### src/pacc_pkg.sv
// Constants shared by the pulse accumulator block: register offsets,
// field positions and reset values.
// Assumes a 32-bit APB bus with one register per aligned word.
package pacc_pkg;

  // Register byte offsets on the APB bus.
  localparam logic [7:0] PACC_OFS_VAL4  = 8'h00;  // Channel 4 value register.
  localparam logic [7:0] PACC_OFS_VAL5  = 8'h04;  // Channel 5 value register.
  localparam logic [7:0] PACC_OFS_VAL6  = 8'h08;  // Channel 6 value register.
  localparam logic [7:0] PACC_OFS_VAL7  = 8'h0C;  // Channel 7 value register.
  localparam logic [7:0] PACC_OFS_CTRL  = 8'h10;  // Accumulator control register.
  localparam logic [7:0] PACC_OFS_FLAGS = 8'h14;  // Accumulator flag register.
  localparam logic [7:0] PACC_OFS_COUNT = 8'h18;  // Accumulator count register.
  localparam logic [7:0] PACC_OFS_CFG   = 8'h1C;  // Timer-side configuration register.

  // Accumulator control field positions.
  localparam int PACC_CTRL_EN_BIT   = 6;  // Accumulator enable.
  localparam int PACC_CTRL_MODE_BIT = 5;  // Mode select, 1 is gated.
  localparam int PACC_CTRL_EDGE_BIT = 4;  // Edge or level select.
  localparam int PACC_CTRL_CLK_LSB  = 2;  // Two-bit counter clock select.
  localparam int PACC_CTRL_OVI_BIT  = 1;  // Overflow interrupt enable.
  localparam int PACC_CTRL_II_BIT   = 0;  // Input interrupt enable.

  // Flag register field positions.
  localparam int PACC_FLG_OVF_BIT = 1;  // Overflow flag.
  localparam int PACC_FLG_IF_BIT  = 0;  // Input edge flag.

  // Configuration register field positions.
  localparam int PACC_CFG_SEL_LSB  = 0;  // Four capture/compare select bits.
  localparam int PACC_CFG_TON_BIT  = 4;  // Timer on.
  localparam int PACC_CFG_FFCA_BIT = 5;  // Fast flag clear.

  // Counter clock select encodings.
  localparam logic [1:0] PACC_CLK_PRESC  = 2'h0;  // Prescaler clock.
  localparam logic [1:0] PACC_CLK_ACC    = 2'h1;  // Accumulator tick.
  localparam logic [1:0] PACC_CLK_DIV256 = 2'h2;  // Accumulator tick / 256.
  localparam logic [1:0] PACC_CLK_DIV64K = 2'h3;  // Accumulator tick / 65536.

  // Reset values and count limits.
  localparam logic [15:0] PACC_VAL_RST   = 16'h0000;  // Channel value reset.
  localparam logic [7:0]  PACC_CTRL_RST  = 8'h00;     // Control reset.
  localparam logic [1:0]  PACC_FLAGS_RST = 2'h0;      // Flags reset.
  localparam logic [15:0] PACC_COUNT_RST = 16'h0000;  // Count reset.
  localparam logic [5:0]  PACC_CFG_RST   = 6'h00;     // Configuration reset.
  localparam logic [15:0] PACC_COUNT_MAX = 16'hFFFF;  // Count rollover point.
  localparam logic [7:0]  PACC_LOW_MAX   = 8'hFF;     // Low byte rollover (/256).

  // APB answer state; one wait state per transfer.
  typedef enum logic [0:0] {
    PACC_ST_IDLE = 1'b0,  // Waiting for an access phase.
    PACC_ST_ACK  = 1'b1   // Pready is high this cycle.
  } pacc_state_t;

endpackage : pacc_pkg

### src/pacc_pulse_accumulator.sv
// Pulse accumulator with channel 4..7 capture/compare value registers,
// reached over APB.
// Assumes the timer prescaler, its divide-by-64 tick and the free-running
// counter come from logic on the same clock; pins are asynchronous.
//
// Summary of operation
// - Capture counter on edge, or compare stored value.
// - Value writes only land in compare mode.
// - Channel value registers reset to zero.
// - Accumulator enable independent of timer enable.
// - Accumulator input is channel 7 pin.
// - Mode bit honoured only while enabled.
// - Event mode edge bit selects falling/rising.
// - Gated mode level gates divide-by-64 tick.
// - Gated tick absent while timer is off.
// - Clock select picks timer counter clock.
// - Disabled accumulator forces prescaler clock.
// - Clock select change takes effect immediately.
// - Interrupt requests from flags and enables.
// - Overflow flag on rollover, write-one clears.
// - Input flag on active edge, write-one clears.
// - Fast clear: count access clears both flags.
// - Event mode: each active edge counts one.
// - Gated mode: one count per gated tick.
//
// Local design decisions: register access over APB and the placing of the registers.
`timescale 1ns/100ps
module pacc_pulse_accumulator import pacc_pkg::*; (
  input  wire logic        clk,              // 125 MHz bus clock.
  input  wire logic        sys_rst,          // Synchronous reset, active high.
  input  wire logic        psel,             // APB select.
  input  wire logic        penable,          // APB enable.
  input  wire logic        pwrite,           // APB direction, high for write.
  input  wire logic [7:0]  paddr,            // APB byte address.
  input  wire logic [31:0] pwdata,           // APB write data.
  output logic      [31:0] prdata,           // APB read data.
  output logic             pready,           // APB ready.
  output logic             pslverr,          // APB error on unmapped address.
  input  wire logic        sharedChannelPin, // Channel 7 pin, accumulator input.
  input  wire logic [2:0]  chanPin,          // Channel 4..6 pins.
  input  wire logic [15:0] timerCount,       // Free-running timer counter.
  input  wire logic        prescalerTick,    // Timer prescaler clock pulse.
  input  wire logic        div64Tick,        // Prescaler divide-by-64 pulse.
  output logic             counterTick,      // Selected timer counter clock pulse.
  output logic      [3:0]  compareMatch,     // Compare match per channel 4..7.
  output logic             overflowIrq,      // Overflow interrupt request.
  output logic             inputIrq          // Input edge interrupt request.
);

  // The whole state of the block in one packed struct.
  typedef struct packed {
    pacc_state_t      st;        // APB answer state.
    logic [31:0]      rdata;     // Read data held for the answer.
    logic             ready;     // Registered pready.
    logic             err;       // Registered pslverr.
    logic [3:0]       sync1;     // First synchroniser stage.
    logic [3:0]       sync2;     // Second synchroniser stage.
    logic [3:0]       prev;      // Last synchronised level, for edges.
    logic [3:0][15:0] val;       // Channel 4..7 value registers.
    logic [7:0]       ctrl;      // Accumulator control register.
    logic [1:0]       flags;     // Overflow and input edge flags.
    logic [15:0]      count;     // Accumulator count.
    logic [5:0]       cfg;       // Select bits, timer on, fast clear.
    logic             cntTick;   // Registered counter clock pulse.
    logic [3:0]       match;     // Registered compare matches.
    logic             ovIrq;     // Registered overflow request.
    logic             inIrq;     // Registered input request.
  } pacc_regs_t;

  pacc_regs_t stat_r;  // Current state.
  pacc_regs_t stat_nxt;  // Next state.

  // Decoded control and helper terms.
  logic        accOn;     // Accumulator enabled.
  logic        gated;     // Gated time accumulation selected.
  logic        edgeSel;   // Edge or level select bit.
  logic [1:0]  clkSel;    // Counter clock select.
  logic [3:0]  ccSel;     // Per-channel compare select.
  logic        timerOn;   // Timer enable.
  logic        fastClr;   // Fast flag clear.
  logic        pinNow;    // Synchronised shared pin.
  logic        pinRise;   // Rising edge on shared pin.
  logic        pinFall;   // Falling edge on shared pin.
  logic        actEdge;   // Active edge for counting or flag.
  logic        gateOpen;  // Gate level active in gated mode.
  logic        accTick;   // Accumulator increments this cycle.
  logic        apbSetup;  // Access phase seen while idle.
  logic        apbDone;   // Access completes at this edge.
  logic        wrDone;    // Write takes effect at this edge.
  logic        mapped;    // Address hits a register.
  logic        cntAccess; // Count register accessed at this edge.

  assign accOn    = stat_r.ctrl[PACC_CTRL_EN_BIT];
  assign gated    = stat_r.ctrl[PACC_CTRL_MODE_BIT];
  assign edgeSel  = stat_r.ctrl[PACC_CTRL_EDGE_BIT];
  assign clkSel   = stat_r.ctrl[PACC_CTRL_CLK_LSB +: 2];
  assign ccSel    = stat_r.cfg[PACC_CFG_SEL_LSB +: 4];
  assign timerOn  = stat_r.cfg[PACC_CFG_TON_BIT];
  assign fastClr  = stat_r.cfg[PACC_CFG_FFCA_BIT];
  // Channel 7 sits in bit 3; the accumulator reads the same synchronised level.
  assign pinNow   = stat_r.sync2[3];
  assign pinRise  = pinNow & ~stat_r.prev[3];
  assign pinFall  = ~pinNow & stat_r.prev[3];
  // Edge bit 0 means falling edges count, and in gated mode the high gate
  // ends on a falling edge, so one term serves both modes.
  assign actEdge  = edgeSel ? pinRise : pinFall;
  assign gateOpen = edgeSel ? ~pinNow : pinNow;
  // Mode is only looked at behind the enable; a disabled accumulator holds.
  // The divide-by-64 tick is gated by timer on because the prescaler stops.
  assign accTick  = accOn & (gated ? (gateOpen & div64Tick & timerOn)
                                   : actEdge);
  assign apbSetup = psel & penable & (stat_r.st == PACC_ST_IDLE);
  assign apbDone  = psel & penable & stat_r.ready;
  assign wrDone   = apbDone & pwrite & ~stat_r.err;
  assign mapped   = (paddr[1:0] == 2'h0) && (paddr <= PACC_OFS_CFG);
  assign cntAccess = apbDone & (paddr == PACC_OFS_COUNT);

  // Next-state logic: synchroniser, APB slave, capture, accumulator, flags.
  always_comb begin
    logic [15:0] cntNext;  // Count after increment.
    logic [1:0]  setF;     // Flags set by hardware this cycle.
    logic [1:0]  clrF;     // Flags cleared by software this cycle.
    logic        derived;  // Selected counter clock before forcing.
    cntNext  = stat_r.count + 16'h0001;
    setF     = 2'h0;
    clrF     = 2'h0;
    derived  = 1'b0;
    stat_nxt = stat_r;

    // Two-stage synchroniser; only the second stage feeds edge logic.
    stat_nxt.sync1 = {sharedChannelPin, chanPin};
    stat_nxt.sync2 = stat_r.sync1;
    stat_nxt.prev  = stat_r.sync2;

    // APB answer: one wait state, then pready high for one cycle.
    stat_nxt.ready = 1'b0;
    stat_nxt.err   = 1'b0;
    stat_nxt.st    = PACC_ST_IDLE;
    if (apbSetup) begin
      stat_nxt.st    = PACC_ST_ACK;
      stat_nxt.ready = 1'b1;
      stat_nxt.err   = ~mapped;
      stat_nxt.rdata = 32'h0000_0000;
      case (paddr)
        PACC_OFS_VAL4:  stat_nxt.rdata[15:0] = stat_r.val[0];
        PACC_OFS_VAL5:  stat_nxt.rdata[15:0] = stat_r.val[1];
        PACC_OFS_VAL6:  stat_nxt.rdata[15:0] = stat_r.val[2];
        PACC_OFS_VAL7:  stat_nxt.rdata[15:0] = stat_r.val[3];
        PACC_OFS_CTRL:  stat_nxt.rdata[7:0]  = stat_r.ctrl;
        PACC_OFS_FLAGS: stat_nxt.rdata[1:0]  = stat_r.flags;
        PACC_OFS_COUNT: stat_nxt.rdata[15:0] = stat_r.count;
        PACC_OFS_CFG:   stat_nxt.rdata[5:0]  = stat_r.cfg;
        default:        stat_nxt.rdata       = 32'h0000_0000;
      endcase
    end

    // Capture on a rising synchronised edge for channels in capture mode.
    for (int i = 0; i < 4; i++) begin
      if (!ccSel[i] && stat_r.sync2[i] && !stat_r.prev[i]) begin
        stat_nxt.val[i] = timerCount;
      end
    end

    // Accumulator count; a software write overrides a coincident increment.
    if (accTick) begin
      stat_nxt.count = cntNext;
      setF[PACC_FLG_OVF_BIT] = (stat_r.count == PACC_COUNT_MAX);
    end
    if (accOn && actEdge) begin
      setF[PACC_FLG_IF_BIT] = 1'b1;
    end

    // Register writes take effect at the edge that sees pready high.
    if (wrDone) begin
      case (paddr)
        PACC_OFS_VAL4, PACC_OFS_VAL5, PACC_OFS_VAL6, PACC_OFS_VAL7: begin
          // Writes in capture mode are dropped.
          if (ccSel[paddr[3:2]]) begin
            stat_nxt.val[paddr[3:2]] = pwdata[15:0];
          end
        end
        PACC_OFS_CTRL:  stat_nxt.ctrl = pwdata[7:0];
        PACC_OFS_FLAGS: clrF = pwdata[1:0];
        PACC_OFS_COUNT: stat_nxt.count = pwdata[15:0];
        PACC_OFS_CFG:   stat_nxt.cfg = pwdata[5:0];
        default:        stat_nxt.cfg = stat_r.cfg;
      endcase
    end
    // Any count access clears both flags when fast clear is on.
    if (cntAccess && fastClr) begin
      clrF = 2'h3;
    end
    // A hardware set in the clearing cycle wins.
    stat_nxt.flags = (stat_r.flags & ~clrF) | setF;

    // Counter clock mux; selection is combinational so a new select is
    // used from the first cycle after the write, with no resynchronising.
    case (clkSel)
      PACC_CLK_PRESC:  derived = prescalerTick;
      PACC_CLK_ACC:    derived = accTick;
      PACC_CLK_DIV256: derived = accTick & (stat_r.count[7:0] == PACC_LOW_MAX);
      PACC_CLK_DIV64K: derived = accTick & (stat_r.count == PACC_COUNT_MAX);
      default:         derived = prescalerTick;
    endcase
    stat_nxt.cntTick = accOn ? derived : prescalerTick;

    // Compare matches for channels in compare mode.
    for (int i = 0; i < 4; i++) begin
      stat_nxt.match[i] = ccSel[i] & (timerCount == stat_r.val[i]);
    end

    // Interrupt requests follow the updated flags and enables.
    stat_nxt.ovIrq = stat_nxt.flags[PACC_FLG_OVF_BIT] & stat_nxt.ctrl[PACC_CTRL_OVI_BIT];
    stat_nxt.inIrq = stat_nxt.flags[PACC_FLG_IF_BIT] & stat_nxt.ctrl[PACC_CTRL_II_BIT];
  end

  // State register with synchronous reset.
  always_ff @(posedge clk) begin
    if (sys_rst) begin
      stat_r         <= '0;
      stat_r.st      <= PACC_ST_IDLE;
      stat_r.val     <= {4{PACC_VAL_RST}};
      stat_r.ctrl    <= PACC_CTRL_RST;
      stat_r.flags   <= PACC_FLAGS_RST;
      stat_r.count   <= PACC_COUNT_RST;
      stat_r.cfg     <= PACC_CFG_RST;
    end else begin
      stat_r <= stat_nxt;
    end
  end

  // All outputs come straight from the state flip-flops.
  assign prdata       = stat_r.rdata;
  assign pready       = stat_r.ready;
  assign pslverr      = stat_r.err;
  assign counterTick  = stat_r.cntTick;
  assign compareMatch = stat_r.match;
  assign overflowIrq  = stat_r.ovIrq;
  assign inputIrq     = stat_r.inIrq;
endmodule : pacc_pulse_accumulator

### config.mk
export PLATFORM = sky130hd
export DESIGN_NAME = pacc_pulse_accumulator
export DESIGN_NICKNAME = d
export VERILOG_FILES = /design/src/pacc_pkg.sv /design/src/pacc_pulse_accumulator.sv
export SDC_FILE = /design/constraint.sdc
export NUM_CORES = 1
export LEC_CHECK = 0
export ABC_AREA = 1
export BUFFER_PORTS_ARGS = -buffer_cell sky130_fd_sc_hd__buf_2
export CAP_MARGIN = 20
export CORE_MARGIN = 3
export CORE_UTILIZATION = 55
export CTS_CLUSTER_DIAMETER = 150
export CTS_CLUSTER_SIZE = 12
export DETAILED_ROUTE_END_ITERATION = 8
export PLACE_DENSITY = 0.85
export REMOVE_ABC_BUFFERS = 1
export SYNTH_ARGS = -nofsm -noshare
export SYNTH_HDL_FRONTEND = slang
export SYNTH_SLANG_ARGS = --single-unit
export TNS_END_PERCENT = 30
### constraint.sdc
create_clock -name clk -period 2.4 [get_ports clk]
set_clock_uncertainty 0.15 [all_clocks]
set_input_delay 0.48 -clock clk [delete_from_list [all_inputs] [get_ports clk]]
set_output_delay 0.48 -clock clk [all_outputs]
set_load 0.01 [all_outputs]
==> results.py <==
metrics = {
    "status": {
        "run_status": "completed",
    },
    "cells_and_area": {
        "final_area_um2": 9310,
        "instances_no_fill": 1624,
        "area_delta_synth_final_pct": 10.9,
        "antennaDiodeCount": 0,
        "layout-drive-gt1-share": 0.110,
        "final_nets": 1495,
        "nFillCells": 1382,
    },
    "clock_tree": {
        "cts_tree": "yes",
        "cts_htree_levels": 4,
        "postCtsSetupRepairBufs": 0,
        "cts.hold.buffers_added": 0,
        "cts_buffers": 17,
        "max-clock-path-buffers": 2,
        "clk_latency_worst_skew_pair_ns": 0.43,
        "clock_sinks": 133,
        "clkSlewWorstSetupHoldPaths_ns": 0.06,
        "ctsResizeCount": 0,
        "cts-root-buf": "clkbuf_16",
    },
    "power": {
        "power.ir.vdd_worst_uv": 490,
        "p_per_area_nw_per_um2": 614,
        "report.power.total_mw": 5.71,
        "power.leakage_nw": 4.64,
    },
    "placed_design": {
        "place.gp.congestion": 1.06,
        "placement.setup.worst_slack_ns": 0.228,
        "port_buffers": 75,
        "placed_area_um2": 8660,
        "detailedPlacementHpwl_um": 18700,
        "dp.cells": 1592,
    },
    "timing": {
        "rsz0062_at_grt": "no",
        "fin_crit_sh": 0.822,
        "fin_tns_setup_ns": 0,
        "maximum_clock_rate_ghz": 0.507,
        "fin_crit_ns": 1.97,
        "finalMaxSlewViolations": 0,
        "worst_pin_slew_ns": 0.749,
        "final_critical_path_setup_slack_ns": 0.428,
        "slew_headroom": 0.500,
        "finalSetupViolCount": 0,
        "timing_hold_violations_final": 0,
    },
    "drt": {
        "route.antenna.remaining_nets": 0,
        "routedWlPerCell_um": 16.3,
        "drt_pre_antenna_iters": 8,
        "drcViolationCount": 0,
        "vias": 8916,
        "post_drt_via_cell_ratio": 5.49,
        "iteration_0_drc_markers": 1172,
        "finalWirelength_um": 26400,
    },
    "logic_synthesis": {
        "syn_area_um2": 8390,
        "synth-main-ff-cell": "dfxtp_1",
        "synth_seq_area_share": 0.317,
        "synth_seq_cells": 133,
        "share_of_the_synthesized_area_in_the_top_cell_type": 0.317,
        "synthArstFlopShare": 0,
        "syn-instance-count": 1389,
        "syn_area_per_cell_um2": 6.04,
        "yosysTopAreaCell": "dfxtp_1",
        "yosys_warnings": 0,
        "ys_types": 38,
        "post_synth_edffs": 0,
        "synth_area_leaders": "dfxtp_1 32%, nand2_1 16%, nor2_1 10%",
    },
    "grt": {
        "remaining_overflow_grt": 0,
        "grt_antenna_before_repair": 0,
        "grt_pass1_vias": 7978,
        "maximum_number_of_pins_on_one_net_before_global_route_repair": 50,
        "grtUsageTotal": 0.320,
        "grt_first_pass_wirelength_um": 41300,
    },
    "die": {
        "dieWidth_um": 130,
        "dieArea_um2": 16800,
        "rows": 44,
        "die_y_um": 130,
        "core_outline_area_um2": 14800,
        "effective_utilization_at_floorplan": 0.569,
        "pin_count": 108,
    },
    "setup_path": {
        "setup.worst_path.start": "stat_r[149]$_SDFF_PP0_",
        "critical_path_arrival_ns": 2.15,
        "reg2reg_from": "stat_r[149]$_SDFF_PP0_",
        "timing_worst_setup_path_type": "reg2reg",
        "crit_path_start_kind": "flip-flop",
        "cp.required_ns": 2.58,
        "cp_max_fo": 23,
        "worstReg2RegEnd": "stat_r[25]$_SDFF_PP0_",
        "rrSetupSlack_ns": 0.43,
        "r2r.worst_path.cells": 9,
        "worst_setup_path_end_kind": "flip-flop",
    },
    "min_path": {
        "hold-path-endpoint": "stat_nxt[110]$_SDFF_PP0_",
        "holdCritPathClass": "in2reg",
        "min_path_cells": 3,
        "hold_path.startpoint": "sharedChannelPin",
    },
    "job": {
        "cap_violations": 0,
    },
}
[layer usage]
metal	track usage	vias up	routed length [um]
met2	0.505	501	11700
met1	0.408	3965	10400
met5	0	-	0
met4	0.142	0	1120
li1	-	4345	-
met3	0.0907	105	3190
[worst max-delay path: stages (launching register included)]
cell,delay [ns]
dfxtp_1,0.35
nand3_1,0.15
nor3_4,0.30
inv_1,0.16
nor2_4,0.23
inv_2,0.22
nor2_1,0.14
nor2_1,0.05
nand2_1,0.08
inv_1,0.03
[sequential cells by signal, summed over array words and instances (netlist names)]
signal,cells
accOn,1
inputIrq,1
ccSel,4
prdata,16
overflowIrq,1
counterTick,1
edgeSel,1
stat_nxt,7
pinNow,1
clkSel,2
gated,1
fastClr,1
compareMatch,4
stat_r,91
pslverr,1
[where the power goes]
part	internal [mW]	switching, mW	leakage (nW)	total, mW
logic	0.175	0.371	3.25	0.545
registers	2.26	0.0488	1.08	2.31
clock network	1.83	1.03	0.314	2.85
[synth_stat cells (all sizes together), types with 2 or more instances]
| cell | instances |
|---|---|
| nand2 | 380 |
| nor2 | 240 |
| inv | 205 |
| dfxtp | 133 |
| o21ai | 103 |
| nand3 | 83 |
| buf | 60 |
| a21oi | 52 |
| clkbuf | 34 |
| o22ai | 34 |
| xor2 | 18 |
| nor3 | 10 |
| o2111ai | 9 |
| xnor2 | 6 |
| a221oi | 5 |
| nand4 | 5 |
| o211ai | 2 |
[worst max path at each step]
| stage | end | slack (ns) | cells past startpoint |
|---|---|---|---|
| 2_1_floorplan | inputIrq$_SDFF_PP0_ | 0.1 | 9 |
| 3_3_place_gp | stat_r[21]$_SDFF_PP0_ | 0.26 | 10 |
| 3_5_place_dp | stat_r[24]$_SDFF_PP0_ | 0.23 | 10 |
| 4_1_cts | stat_r[25]$_SDFF_PP0_ | 0.43 | 9 |
| 5_1_grt | stat_r[23]$_SDFF_PP0_ | 0.16 | 9 |
| 6_report | stat_r[25]$_SDFF_PP0_ | 0.43 | 9 |
[per-stage QoR]
step                      hold WS (ns)   util
final                           0.0943  0.631
after floorplan                  0.238      -
after detailed placement         0.246  0.587
after CTS                       0.0947  0.631
after global placement           0.238  0.587
after global routing             0.115  0.631
[final cells by class]
type / instances / area (um2) / area share
sequential: 133 / 2660 / 0.286
clock buffer: 21 / 470 / 0.0506
multi-input combinational: 971 / 4420 / 0.475
inverter: 206 / 773 / 0.0831
clock inverter: 11 / 173 / 0.0186
tap: 184 / 230 / 0.0247
timing repair buffer: 98 / 573 / 0.0616
[placed cells by master (no fill, tap or decap), types with 5 or more instances in the layout]
cell / netlist / final
a21oi_1: 52 / 52
a221oi_1: 5 / 5
buf_2: 7 / 75
buf_4: 42 / 21
clkbuf_16: 0 / 17
conb_1: 1 / 16
dfxtp_1: 133 / 133
inv_1: 200 / 200
inv_2: 5 / 5
nand2_1: 368 / 368
nand2_2: 6 / 6
nand2_4: 6 / 6
nand3_1: 83 / 83
nor2_1: 231 / 231
nor2_4: 5 / 5
nor3_1: 8 / 8
o2111ai_1: 9 / 9
o21ai_0: 103 / 103
o22ai_1: 34 / 34
xnor2_1: 6 / 6
xor2_1: 18 / 18
[cell families (layout without fill, tap and decap cells)]
group | count (synthesis) | in the layout | share of synthesized area
simple gates | 721 | 721 | 0.356
compound gates | 209 | 209 | 0.138
fa+ha+maj | 1 | 1 | 0.00149
buf+inv | 300 | 336 | 0.162
xor+xnor | 24 | 24 | 0.0251
other cells | 1 | 16 | 0.000447
flops | 133 | 133 | 0.317
Power figures use the tool's default switching activity.
